===== config.mk =====
export PLATFORM = sky130hd
export DESIGN_NAME = bbr_exec
export DESIGN_NICKNAME = d
export VERILOG_FILES = /design/src/rtl/bbr_pkg.sv /design/src/rtl/bbr_alu.sv /design/src/rtl/bbr_exec.sv
export SDC_FILE = /design/constraint.sdc
export NUM_CORES = 1
export LEC_CHECK = 0
export BUFFER_PORTS_ARGS = -buffer_cell sky130_fd_sc_hd__buf_2
export CAP_MARGIN = 40
export CORE_ASPECT_RATIO = 0.7
export CORE_MARGIN = 2
export CORE_UTILIZATION = 44
export DETAILED_ROUTE_END_ITERATION = 7
export PLACE_DENSITY = 0.75
export SLEW_MARGIN = 10
export SYNTH_ARGS = -nofsm -noshare
export SYNTH_HDL_FRONTEND = slang
export SYNTH_SLANG_ARGS = --single-unit
export TNS_END_PERCENT = 50

===== constraint.sdc =====
create_clock -name core_clk -period 1.4 [get_ports core_clk]
set_input_delay 0.35 -clock core_clk [delete_from_list [all_inputs] [get_ports core_clk]]
set_output_delay 0.35 -clock core_clk [all_outputs]
set_load 0.02 [all_outputs]

===== src/rtl/bbr_pkg.sv =====
// Package of constants and types for the bit, branch and rotate executor
// Operation
// RL1 - Bit clear zeroes selected file bit only
// RL2 - Bit set writes one to selected bit
// RL3 - Skip-if-zero discards next instruction when bit clear
// RL4 - Skip-if-one discards next instruction when bit set
// RL5 - Relative branch adds signed 9-bit literal
// RL6 - Branch by W adds unsigned W
// RL7 - Return with literal loads W, pops stack
// RL8 - Plain return pops stack, flags unchanged
// RL9 - Rotate left through carry, one cycle
// RL10 - Destination zero to W, one to file
// RL11 - Rotate right through carry, same destination select
// RL12 - Bit clear/set single cycle read-modify-write
`default_nettype none
package bbr_pkg;
  localparam int PC_W   = 15;
  localparam int FA_W   = 7;
  localparam int PC_RST = 0;
  localparam logic [3:0] DEST_W    = 4'h0;
  localparam int         CYC_ONE   = 1;
  localparam int         CYC_TWO   = 2;

  typedef enum logic [3:0] {
    BBR_OP_NOP  = 4'h0,
    BBR_OP_BCLR = 4'h1,
    BBR_OP_BSET = 4'h2,
    BBR_OP_TSZ  = 4'h3,
    BBR_OP_TSO  = 4'h4,
    BBR_OP_RBR  = 4'h5,
    BBR_OP_BWR  = 4'h6,
    BBR_OP_RLIT = 4'h7,
    BBR_OP_RET  = 4'h8,
    BBR_OP_RLC  = 4'h9,
    BBR_OP_RRC  = 4'ha
  } bbr_op_t;

  typedef struct packed {
    bbr_op_t         op;
    logic [FA_W-1:0] faddr;
    logic [2:0]      bsel;
    logic            dest;
    logic [8:0]      lit;
  } bbr_instr_t;

  typedef struct packed {
    logic            we;
    logic [FA_W-1:0] addr;
    logic [7:0]      data;
  } bbr_fwr_t;
endpackage : bbr_pkg
`default_nettype wire


===== src/rtl/bbr_alu.sv =====
// Combinational bit and rotate unit
`timescale 1ns/10ps
`default_nettype none
module bbr_alu
  import bbr_pkg::*;
(
  input  wire bbr_op_t    op,       // Operation
  input  wire logic [7:0] fval,     // File register value
  input  wire logic [2:0] bsel,     // Bit select
  input  wire logic       cin,      // Carry in
  output logic      [7:0] res,      // Result
  output logic            cout,     // Carry out
  output logic            tbit      // Tested bit
);
  always_comb begin
    res  = fval;
    cout = cin;
    tbit = fval[bsel];
    case (op)
      BBR_OP_BCLR: res[bsel] = 1'b0; // see RL1
      BBR_OP_BSET: res[bsel] = 1'b1; // see RL2
      BBR_OP_RLC: begin
        res  = {fval[6:0], cin}; // see RL9
        cout = fval[7];
      end
      BBR_OP_RRC: begin
        res  = {cin, fval[7:1]}; // see RL11
        cout = fval[0];
      end
      default: res = fval;
    endcase
  end
endmodule // bbr_alu
`default_nettype wire


===== src/rtl/bbr_exec.sv =====
// Execution core for bit, branch, return and rotate instructions
`timescale 1ns/10ps
`default_nettype none
module bbr_exec
  import bbr_pkg::*;
(
  input  wire logic              core_clk,    // Core clock
  input  wire logic              reset_n,     // Async reset, active low
  input  wire logic              instr_vld,   // Instruction presented
  input  wire bbr_instr_t        instr,       // Decoded instruction
  input  wire logic [PC_W-1:0]   pc_inc,      // Incremented program counter
  input  wire logic [7:0]        file_rdata,  // Addressed file register value
  input  wire logic [PC_W-1:0]   stack_top,   // Return stack top entry
  input  wire logic              carry_in,    // Current carry flag
  input  wire logic [7:0]        wreg_in,     // Current working register
  output bbr_fwr_t               file_wr,     // File write port
  output logic                   wreg_we,     // Working register load
  output logic [7:0]             wreg_out,    // Working register value
  output logic                   carry_we,    // Carry flag load
  output logic                   carry_out,   // Carry flag value
  output logic                   pc_load,     // Program counter load
  output logic [PC_W-1:0]        pc_target,   // New program counter
  output logic                   stack_pop,   // Pop return stack
  output logic                   flush,       // Discard next instruction
  output logic                   busy         // Second cycle, fetch held
);
  typedef enum logic [0:0] {
    BBR_ST_RUN  = 1'b0,
    BBR_ST_WAIT = 1'b1
  } bbr_st_t;

  bbr_st_t         st_q, st_d;
  bbr_fwr_t        fwr_q, fwr_d;
  logic            wwe_q, wwe_d, cwe_q, cwe_d, c_q, c_d;
  logic [7:0]      w_q, w_d;
  logic            pl_q, pl_d, pop_q, pop_d, fl_q, fl_d;
  logic [PC_W-1:0] pt_q, pt_d;
  logic [7:0]      alu_res;
  logic            alu_c, tbit;
  logic            take;

  bbr_alu u_alu (
    .op   (instr.op),
    .fval (file_rdata),
    .bsel (instr.bsel),
    .cin  (carry_in),
    .res  (alu_res),
    .cout (alu_c),
    .tbit (tbit)
  );

  assign take = instr_vld && (st_q == BBR_ST_RUN);

  always_comb begin
    st_d  = BBR_ST_RUN;
    fwr_d = '{we: 1'b0, addr: instr.faddr, data: alu_res};
    wwe_d = 1'b0;
    w_d   = w_q;
    cwe_d = 1'b0;
    c_d   = c_q;
    pl_d  = 1'b0;
    pt_d  = pt_q;
    pop_d = 1'b0;
    fl_d  = 1'b0;
    if (take) begin
      case (instr.op)
        BBR_OP_BCLR, BBR_OP_BSET: begin
          fwr_d.we = 1'b1; // see RL12
        end
        BBR_OP_TSZ: begin
          if (!tbit) begin
            fl_d = 1'b1; // see RL3
            st_d = BBR_ST_WAIT;
          end
        end
        BBR_OP_TSO: begin
          if (tbit) begin
            fl_d = 1'b1; // see RL4
            st_d = BBR_ST_WAIT;
          end
        end
        BBR_OP_RBR: begin
          pl_d = 1'b1;
          pt_d = PC_W'(pc_inc + PC_W'($signed(instr.lit))); // see RL5
          st_d = BBR_ST_WAIT;
        end
        BBR_OP_BWR: begin
          pl_d = 1'b1;
          pt_d = PC_W'(pc_inc + {{(PC_W-8){1'b0}}, wreg_in}); // see RL6
          st_d = BBR_ST_WAIT;
        end
        BBR_OP_RLIT: begin
          wwe_d = 1'b1;
          w_d   = instr.lit[7:0]; // see RL7
          pl_d  = 1'b1;
          pt_d  = stack_top;
          pop_d = 1'b1;
          st_d  = BBR_ST_WAIT;
        end
        BBR_OP_RET: begin
          pl_d  = 1'b1;
          pt_d  = stack_top; // see RL8
          pop_d = 1'b1;
          st_d  = BBR_ST_WAIT;
        end
        BBR_OP_RLC, BBR_OP_RRC: begin
          cwe_d = 1'b1; // see RL9
          c_d   = alu_c;
          if (instr.dest == DEST_W[0]) begin
            wwe_d = 1'b1; // see RL10
            w_d   = alu_res;
          end else begin
            fwr_d.we = 1'b1; // see RL11
          end
        end
        default: st_d = BBR_ST_RUN;
      endcase
    end
  end

  always_ff @(posedge core_clk or negedge reset_n) begin
    if (!reset_n) begin
      st_q  <= BBR_ST_RUN;
      fwr_q <= '0;
      wwe_q <= 1'b0;
      w_q   <= 8'h00;
      cwe_q <= 1'b0;
      c_q   <= 1'b0;
      pl_q  <= 1'b0;
      pt_q  <= PC_W'(PC_RST);
      pop_q <= 1'b0;
      fl_q  <= 1'b0;
    end else begin
      st_q  <= st_d;
      fwr_q <= fwr_d;
      wwe_q <= wwe_d;
      w_q   <= w_d;
      cwe_q <= cwe_d;
      c_q   <= c_d;
      pl_q  <= pl_d;
      pt_q  <= pt_d;
      pop_q <= pop_d;
      fl_q  <= fl_d;
    end
  end

  assign file_wr   = fwr_q;
  assign wreg_we   = wwe_q;
  assign wreg_out  = w_q;
  assign carry_we  = cwe_q;
  assign carry_out = c_q;
  assign pc_load   = pl_q;
  assign pc_target = pt_q;
  assign stack_pop = pop_q;
  assign flush     = fl_q;
  assign busy      = (st_q == BBR_ST_WAIT);

  a_bit_clear: assert property (@(posedge core_clk) disable iff (!reset_n) // see RL1
    take && instr.op == BBR_OP_BCLR |=> file_wr.we && !file_wr.data[$past(instr.bsel)]
      && !carry_we && !wreg_we)
    else $error("bit clear wrong");
  a_bit_set: assert property (@(posedge core_clk) disable iff (!reset_n) // see RL2
    take && instr.op == BBR_OP_BSET |=> file_wr.data[$past(instr.bsel)] && !carry_we)
    else $error("bit set wrong");
  a_skip_zero: assert property (@(posedge core_clk) disable iff (!reset_n) // see RL3
    take && instr.op == BBR_OP_TSZ |=> flush == !$past(file_rdata[instr.bsel]))
    else $error("skip if zero wrong");
  a_skip_one: assert property (@(posedge core_clk) disable iff (!reset_n) // see RL4
    take && instr.op == BBR_OP_TSO |=> flush == $past(file_rdata[instr.bsel]))
    else $error("skip if one wrong");
  a_rel_branch: assert property (@(posedge core_clk) disable iff (!reset_n) // see RL5
    take && instr.op == BBR_OP_RBR |=> pc_load && busy
      && pc_target == PC_W'($past(pc_inc) + PC_W'($signed($past(instr.lit)))) ##1 !busy)
    else $error("relative branch wrong");
  a_w_branch: assert property (@(posedge core_clk) disable iff (!reset_n) // see RL6
    take && instr.op == BBR_OP_BWR |=> pc_load && !carry_we
      && pc_target == PC_W'($past(pc_inc) + {7'h00, $past(wreg_in)}))
    else $error("branch by w wrong");
  a_ret_lit: assert property (@(posedge core_clk) disable iff (!reset_n) // see RL7
    take && instr.op == BBR_OP_RLIT |=> wreg_we && stack_pop && busy
      && wreg_out == $past(instr.lit[7:0]) && pc_target == $past(stack_top))
    else $error("return with literal wrong");
  a_ret_plain: assert property (@(posedge core_clk) disable iff (!reset_n) // see RL8
    take && instr.op == BBR_OP_RET |=> stack_pop && !carry_we && !wreg_we
      && pc_target == $past(stack_top))
    else $error("return wrong");
  a_rot_left: assert property (@(posedge core_clk) disable iff (!reset_n) // see RL9
    take && instr.op == BBR_OP_RLC |=> carry_we && !busy
      && carry_out == $past(file_rdata[7]))
    else $error("rotate left wrong");
  a_rot_dest: assert property (@(posedge core_clk) disable iff (!reset_n) // see RL10
    take && (instr.op == BBR_OP_RLC || instr.op == BBR_OP_RRC)
      |=> wreg_we == !$past(instr.dest) && file_wr.we == $past(instr.dest))
    else $error("rotate destination wrong");
  a_rot_right: assert property (@(posedge core_clk) disable iff (!reset_n) // see RL11
    take && instr.op == BBR_OP_RRC |=> carry_out == $past(file_rdata[0])
      && file_wr.data == {$past(carry_in), $past(file_rdata[7:1])})
    else $error("rotate right wrong");
  a_rmw_single: assert property (@(posedge core_clk) disable iff (!reset_n) // see RL12
    take && (instr.op == BBR_OP_BCLR || instr.op == BBR_OP_BSET) |=> !busy
      && file_wr.addr == $past(instr.faddr))
    else $error("bit rmw not single cycle");
  a_clear_others: assert property (@(posedge core_clk) disable iff (!reset_n) // see RL1
    take && instr.op == BBR_OP_BCLR
      |=> file_wr.data == ($past(file_rdata) & ~(8'h01 << $past(instr.bsel))))
    else $error("bit clear touched other bits");
  a_skip_quiet: assert property (@(posedge core_clk) disable iff (!reset_n) // see RL3 RL4
    take && ((instr.op == BBR_OP_TSZ && tbit) || (instr.op == BBR_OP_TSO && !tbit))
      |=> !busy && !flush && !file_wr.we && !wreg_we && !carry_we && !pc_load)
    else $error("untaken skip not quiet");
  a_rot_left_res: assert property (@(posedge core_clk) disable iff (!reset_n) // see RL9
    take && instr.op == BBR_OP_RLC
      |=> file_wr.data == {$past(file_rdata[6:0]), $past(carry_in)})
    else $error("rotate left result wrong");
  // Held cycle must refuse whatever is offered
  a_busy_ignored: assert property (@(posedge core_clk) disable iff (!reset_n) // see RL5
    busy |=> !busy && !pc_load && !stack_pop && !flush && !file_wr.we && !wreg_we
      && !carry_we)
    else $error("instruction taken while held");
endmodule // bbr_exec
`default_nettype wire


==> out/qor.yml, run 1 <==
outcome: "finished with violations"
violations: "setup timing"
yosys-top-cells-area: "dfrtp_1 (39%), mux2_2 (6.1%), nand2_1 (6.0%)"
start_kind: "primary input"
p_switching_uw: 1760
antenna_found_initial: 1
seq_area_frac_synth_pct: 38.98
leakage_uw: 0.002456
combPwrFrac_pct: 44.2
drc: 0
syn_avg_cell_area_um2: 8.921
netlist.area_leader.share_pct: 38.98
grt_pass1_vias: 3272
setup_ws_ns: -1.266
seqPwrFrac_pct: 36.6
fin_crit_ns: 2.666
power_density_nw_per_um2: 915.7
finalCritPeriodShare_pct: 190.4
syn_area_um2: 2953
drt_first_pass_iters: 6
crit_type: "primary input to flip-flop"
yosysMostFrequentCell: "nand2_1"
numCtsBuffers: 5
post-place-ws_ns: -1.723
grt_max_degree: 47
areaGrowthSynthToFinish_pct: 72.03
reg2reg_to: "wreg_out[4]$_DFFE_PN0P_"
gr-usage-all-layers_pct: 27.76
synth_async_sr_flop_share_pct: 100.0
p_sw_share_pct: 37.83
hold_buffers: 0
cp-startpoint: "instr[20]"
synth-edff-count: 0
nNetsFinal: 623
slew_violations: 0
synth-warning-count: 0
die_w_um: 101.9
hold_violations: 0
path_max_fanout: 3
cts_tree: "done"
fin_worst_skew_ns: 0.007939
max_freq_mhz: 375.1
synth_cell_types: 49
reg2regPathDepth: 5
drive_above_1_share_pct: 56.22
synth_seq_cells: 46
insertion_delay_ns: 0.31
p_int_uw: 2892
cap_violations: 0
num_rows: 24
slew_headroom_pct: 64.60
clockPowerShare_pct: 19.2
finalSetupViolCount: 36
boundaryPins: 120
fp.coreArea_um2: 6366
ys.flop_type: "dfrtp_1"
required_ns: 1.59
clk_pin_slew_ns: 0.10
dr.first_iter.drc_count: 349
ctsHtreeMaxLevel: 2
gp_congestion: 0.9090
detail_route.wl_per_cell_um: 17.87
reg2reg_slack_ns: -0.09
drt-vias-per-instance: 5.645
cp.arrival_ns: 2.86
p_total_uw: 4651
route.vias.total: 3562
rsz0062_at_grt: "yes"
end_kind: "flip-flop"
initial_utilization_pct: 46.38
netlist_instances: 331
port_buffers: 119
wirelength_mm: 11.27
postRouteAntennaNets: 0
die_y_um: 72.54
yosys.area.top_type: "dfrtp_1"
clk_path_buf_depth: 2
dp_hpwl_mm: 7.401
die_area_um2: 7393
hold_class: "primary input to asynchronous set/reset pin"
numClockSinks: 46
worst_pin_slew_ns: 0.5275
root_buffer: "clkbuf_8"
setup_tns_ns: -18.49
grt-ovfl-total: 0
ys_top_cells_by_count: "nand2_1 (47), dfrtp_1 (46), a21oi_1 (25), nor2_1 (25), o21ai_0 (21)"
ir_drop_v: 0.0004531
grt_pass1_wl_mm: 16.03
synth_nets: 416
worstReg2RegStart: "busy$_DFF_PN0_"
==> metrics by stage <==
| stage | hold slack (ns) | std cells | cell area [um2] | utilization [%] |
|---|---|---|---|---|
| 2_1_floorplan | 0.05441 | 331 | 3115 | - |
| 3_5_place_dp | 0.3569 | 597 | 4303 | 67.59 |
| 5_1_grt | 0.03315 | 631 | 5080 | 79.80 |
| 6_report | 0.01620 | 631 | 5080 | 79.80 |
| 3_3_place_gp | 0.3527 | 596 | 4295 | 67.47 |
| 4_1_cts | 0.02367 | 615 | 4666 | 73.29 |
==> how the worst max path moves through the flow <==
stage	cells after the start	to	slack, ns
after global placement	12	pc_target[12]$_DFFE_PN0P_	-1.61
after detailed placement	12	pc_target[12]$_DFFE_PN0P_	-1.72
after floorplan	12	pc_target[12]$_DFFE_PN0P_	-1.65
after global routing	12	pc_target[12]$_DFFE_PN0P_	-1.35
final	12	pc_target[12]$_DFFE_PN0P_	-1.27
after CTS	12	pc_target[12]$_DFFE_PN0P_	-1.25
==> registers in the layout, summed over array words and instances (netlist names) <==
name       cells
wreg_out       8
pc_load        1
file_wr       16
flush          1
carry_we       1
busy           1
pc_target     15
carry_out      1
stack_pop      1
wreg_we        1
==> repair_timing <==
item	in CTS	in global routing
gates resized for setup	44	59
pin swaps	25	28
gates cloned	1	2
setup buffers	11	13
endpoints found under the setup margin	32	35
==> kinds of logic after synthesis <==
kind of cell,synth area share [%]
muxes,10.34
and+or+nand+nor,21.48
AOI/OAI and AO/OA,18.01
buffers and inverters,3.898
adders and majority gates,4.915
DFF,38.98
xor gates and xnor gates,2.373
==> worst max-delay path, cell delays in order <==
cell       delay (ns)
buf_8            0.10
nor4bb_4         0.28
buf_4            0.20
mux2_4           0.32
ha_4             0.17
fa_2             0.37
a211oi_4         0.30
nor3_4           0.09
nor2_4           0.12
o2bb2ai_2        0.14
nor4_2           0.08
or3b_1           0.35
==> power by group through the flow <==
| stage | clock [uW] | combinational, uW | sequential (uW) |
|---|---|---|---|
| final | 892 | 2050 | 1700 |
| after global routing | 945 | 2210 | 1730 |
| after CTS | 913 | 1830 | 1690 |
| after detailed placement | 0 | 1710 | 1720 |
| after global placement | 0 | 1670 | 1710 |
| after floorplan | 0 | 664 | 2030 |
==> metal layers <==
metal,global-route usage [%],share of wire [%]
met4,7.259,2.9
met5,0,0
met1,39.88,39
met2,42.54,46
met3,6.358,12
==> area by class of cell <==
cell class | instances | area, um2
multi-input cells | 262 | 2170
repair inverters | 1 | 8.758
clock buffers | 5 | 68.82
flip-flops and latches | 46 | 1151
clock inverters | 3 | 26.28
diodes | 1 | 2.502
repair buffers | 218 | 1511
fillers | 414 | 1286
well taps | 91 | 113.9
inverters | 4 | 27.53
==> placed cells by master, fill, tap and decap left out, drive strengths merged, types with 2 or more instances in the layout <==
cell    instances
nand2          48
a31oi           7
a211oi          3
mux4            2
a22oi           9
nor2           26
o31ai           3
o41ai           2
o211ai          4
mux2           16
nor4            5
nor3            8
or4             2
nor2b           6
xnor2           7
o21ai          24
nand3          10
nand4           2
ha             10
a21o            3
clkbuf          5
nand3b          2
buf           218
mux2i           8
and3            7
o311ai          2
dfrtp          46
inv             8
a21oi          25
nand2b          7
Power figures use the tool's default switching activity.
==> inputs of run 2 (changes only) <==
- PLACE_DENSITY: 0.75 -> 0.77
==> run 2 against run 1 <==
Against the previous run:
- the run still ends with setup timing left
- sequential cell count is the same
- die area is the same
- via count grew 0.62%
- count of clock-buffer cells in the layout is the same
- routed wire length shrank 2.0%
- cell area shrank 3.2%
- critical endpoint unchanged
==> out/qor.yml, run 2 (synthesis results as in run 1) <==
outcome: "finished with violations"
violations: "setup timing"
slew_violations: 0
fillers: 438
max_freq_mhz: 379.0
num_rows: 24
largest_reg_flops: 16
required_ns: 1.60
fin_crit_ns: 2.638
numClockSinks: 46
hold_class: "primary input to asynchronous set/reset pin"
ir_drop_v: 0.0005235
wirelength_mm: 11.04
fin_worst_skew_ns: 0.003707
detail_route.wl_per_cell_um: 17.81
holdWs_ns: 0.005396
crit_type: "primary input to flip-flop"
fp.coreArea_um2: 6366
drt_first_pass_iters: 5
antenna_found_initial: 0
reg2reg_slack_ns: -0.08
reg2reg_to: "wreg_out[6]$_DFFE_PN0P_"
nNetsFinal: 613
register_area_um2: 1151
power_density_nw_per_um2: 928.7
finalSetupViolCount: 30
gr-usage-all-layers_pct: 29.01
cts_tree: "done"
grt_max_degree: 47
start_kind: "primary input"
drive_above_1_share_pct: 56.33
clk_path_buf_depth: 2
fin_cells: 620
finalCritPeriodShare_pct: 188.5
drt-vias-per-instance: 5.781
cap_violations: 0
dp_hpwl_mm: 7.827
ctsHtreeMaxLevel: 2
placed_cells: 601
root_buffer: "clkbuf_8"
final_util_pct: 77.26
p_total_uw: 4568
worstReg2RegStart: "busy$_DFF_PN0_"
final_common_cell: "buf_2"
setup_ws_ns: -1.238
path_max_fanout: 3
clk_pin_slew_ns: 0.10
areaGrowthSynthToFinish_pct: 66.57
slew_headroom_pct: 63.94
gp_congestion: 0.9220
rsz0062_at_grt: "yes"
worst_pin_slew_ns: 0.5373
grt_pass1_wl_mm: 16.68
grt_pass1_vias: 3436
postRouteAntennaNets: 0
numCtsBuffers: 5
die_area_um2: 7393
end_kind: "flip-flop"
initial_utilization_pct: 46.38
grt-ovfl-total: 0
drc: 0
insertion_delay_ns: 0.32
die_y_um: 72.54
port_buffers: 119
leakage_uw: 0.002362
n_antenna_cell: 0
boundaryPins: 120
cp-startpoint: "instr[20]"
setup_tns_ns: -15.27
dr.first_iter.drc_count: 289
layout_common_cells: "buf_2 (111), buf_4 (76), nand2_1 (46), dfrtp_1 (46), nor2_1 (22)"
route.vias.total: 3584
reg2regPathDepth: 5
multi_input_area_um2: 2130
die_w_um: 101.9
hold_violations: 0
hold_buffers: 0
cp.arrival_ns: 2.84
==> run 2: worst max-delay path by stage <==
| stage | end | slack, ns | cells past startpoint |
|---|---|---|---|
| after global placement | pc_target[12]$_DFFE_PN0P_ | -1.60 | 12 |
| after CTS | pc_target[12]$_DFFE_PN0P_ | -1.22 | 12 |
| after floorplan | pc_target[12]$_DFFE_PN0P_ | -1.65 | 12 |
| after detailed placement | pc_target[10]$_DFFE_PN0P_ | -1.68 | 13 |
| final | pc_target[12]$_DFFE_PN0P_ | -1.24 | 12 |
| after global routing | pc_target[12]$_DFFE_PN0P_ | -1.37 | 12 |
==> run 2: critical path, stage by stage <==
cell       delay [ns]
buf_8            0.10
nor4bb_4         0.27
buf_4            0.19
mux2_4           0.31
ha_4             0.16
fa_2             0.37
a211oi_4         0.24
nor3_2           0.08
nor2_2           0.21
o2bb2ai_2        0.14
nor4_1           0.08
or3b_1           0.35
==> run 2: repair_timing <==
item / 4_1_cts / 5_1_grt
pin swaps: 24 / 17
setup endpoints to repair: 34 / 35
endpoints found under the hold margin: 0 / 0
setup buffers: 7 / 2
gates resized for setup: 50 / 35
cloned: 2 / 0
==> run 2: final cells by class <==
type	instances	area share [%]
multi-input cells	262	43.30
repair buffers	209	28.72
flip-flops and latches	46	23.40
well taps	91	2.315
clock buffers	5	1.399
clock inverters	3	0.5088
inverters	4	0.3561
==> run 2: stage by stage <==
stage	setup WS [ns]	cell area, um2
2_1_floorplan	-1.648	3115
3_3_place_gp	-1.597	4338
3_5_place_dp	-1.681	4345
4_1_cts	-1.222	4748
5_1_grt	-1.368	4918
6_report	-1.238	4918
==> run 2: power by group <==
group	internal (uW)	total [uW]	switching (uW)
Clock	362	891	529
Combinational	888	1970	1080
Sequential	1570	1710	134
Total	2820	4570	1750
==> run 2: layer usage <==
| layer | wire length (um) | global-route usage [%] |
|---|---|---|
| met4 | 376 | 9.630 |
| met3 | 1060 | 5.877 |
| met2 | 4949 | 47.51 |
| met1 | 4658 | 38.70 |
| met5 | 0 | 0 |
==> inputs of run 3 (changes only) <==
- CORE_UTILIZATION: 44 -> 40
- PLACE_DENSITY: 0.77 -> 0.71
- SLEW_MARGIN: 10 -> 30
==> run 3 against run 2 <==
Against the previous run:
- worst hold slack got worse by 0.0050 ns
- cell count increased by 2.9%
- critical path depth unchanged
- first-iteration DRC count decreased by 29%
- non-clock buffer count is 11 higher
- the flow still finishes with violations (setup timing)
- fmax increased by 0.21%
- via count decreased by 4.4%
- global-route usage decreased by 3.3 points
==> out/qor.yml, run 3 (synthesis results as in run 1) <==
outcome: "finished with violations"
violations: "setup timing"
fin_crit_ns: 2.633
ir_drop_v: 0.0004712
route.vias.total: 3428
die_y_um: 75.89
die_area_um2: 8096
rsz0062_at_grt: "yes"
port_buffers: 119
finalSetupViolCount: 28
cp-startpoint: "instr[23]"
setup_ws_ns: -1.233
grt-ovfl-total: 0
worst_pin_slew_ns: 0.5496
ctsHtreeMaxLevel: 2
cp.arrival_ns: 2.84
postRouteAntennaNets: 0
slew_headroom_pct: 63.11
hold_buffers: 0
detail_route.wl_per_cell_um: 16.78
numCtsBuffers: 5
dp_hpwl_mm: 7.651
p_total_uw: 4648
crit_type: "primary input to flip-flop"
grt_pass1_wl_mm: 16.02
gr-usage-all-layers_pct: 25.75
numClockSinks: 46
finalCritPeriodShare_pct: 188.1
fp.coreArea_um2: 7222
leakage_uw: 0.002436
post-place-ws_ns: -1.713
n_antenna_cell: 0
die_w_um: 106.7
drt_first_pass_iters: 4
largest_reg_flops: 16
required_ns: 1.61
drt-vias-per-instance: 5.373
areaGrowthSynthToFinish_pct: 70.64
initial_utilization_pct: 40.89
boundaryPins: 120
worstReg2RegStart: "busy$_DFF_PN0_"
nNetsFinal: 624
hold_violations: 0
gp_congestion: 0.9560
root_buffer: "clkbuf_8"
start_kind: "primary input"
clk_path_buf_depth: 2
cap_violations: 0
insertion_delay_ns: 0.32
clk_pin_slew_ns: 0.10
fillers: 561
layout_common_cells: "buf_2 (112), buf_4 (82), nand2_1 (47)"
hold_class: "primary input to asynchronous set/reset pin"
cts_tree: "done"
final_common_cell: "buf_2"
num_rows: 26
wirelength_mm: 10.71
path_max_fanout: 4
grt_pass1_vias: 3257
max_freq_mhz: 379.8
fin_worst_skew_ns: 0.01105
antenna_found_initial: 0
drive_above_1_share_pct: 55.93
power_density_nw_per_um2: 922.5
dr.first_iter.drc_count: 206
slew_violations: 0
grt_max_degree: 47
end_kind: "flip-flop"
drc: 0
## run 3: changes by cell type in the layout (fill, tap and decap cells not counted), moves of 3 or more
cell and delta:
buf_6 +7, a22oi_2 -5, a21oi_2 -3, inv_6 +3, buf_4 +6, a22oi_1 +5, nor2b_2 -3, mux2_4 +7
mux2_2 -7
## run 3: critical path: stages
cell and delay, ns:
buf_6 0.10, nor4bb_2 0.26, buf_4 0.20, mux2_4 0.32
ha_4 0.17, fa_2 0.39, a211oi_4 0.30, nor3_4 0.08
nor2_4 0.15, o2bb2ai_2 0.13, nor4_2 0.05, or3b_1 0.34
## run 3: cell type report
cell class	instances	area, um2	area share (%)
Timing Repair Buffer	220	1500	29.77
Clock inverter	3	26.28	0.5215
Tap cell	98	122.6	2.434
Clock buffer	5	68.82	1.366
Inverter	4	20.02	0.3973
Multi-Input combinational cell	262	2150	42.66
Sequential cell	46	1151	22.85
## run 3: stage by stage
stage               util [%]  cell area (um2)  hold WS [ns]  setup TNS (ns)  std cells
floorplan                  -             3115       0.05441          -19.44        331
global placement       60.46             4367        0.3525          -33.76        613
detailed placement     60.57             4374        0.3540          -31.07        614
CTS                    66.61             4811      0.008335          -15.42        633
global route           69.77             5039       0.01188          -17.96        638
finish                 69.77             5039     0.0004183          -16.19        638
## run 3: per-layer routing
metal | GRT usage, % | part of all wire [%]
met5 | 0 | 0
met4 | 9.235 | 1.9
met3 | 5.133 | 7.7
met2 | 41.26 | 45
met1 | 35.28 | 45
## run 3: power by group
group	internal, uW	switching, uW	total (uW)
clock	372	535	907
combinational	959	1080	2040
sequential	1570	127	1700
total	2900	1750	4650
## run 3: repair_timing
| action | 4_1_cts | 5_1_grt |
|---|---|---|
| setup buffers | 9 | 5 |
| cloned | 2 | 0 |
| resized for setup | 49 | 44 |
| pin swaps | 22 | 22 |
| setup endpoints to repair | 34 | 35 |
## run 3: worst paths after layout
kind | end | slack, ns | depth (start not counted)
setup / recovery | pc_target[12]$_DFFE_PN0P_ | -1.23 | 12
hold / removal | pc_load$_DFF_PN0_ | 0.0004 | 2
setup reg to reg | wreg_out[6]$_DFFE_PN0P_ | -0.12 | 5
hold reg to reg | pc_target[4]$_DFFE_PN0P_ | 0.49 | 2
max in group asynchronous | file_wr[7]$_DFF_PN0_ | 1.17 | 2
min in group core_clk | file_wr[12]$_DFF_PN0_ | 0.13 | 1
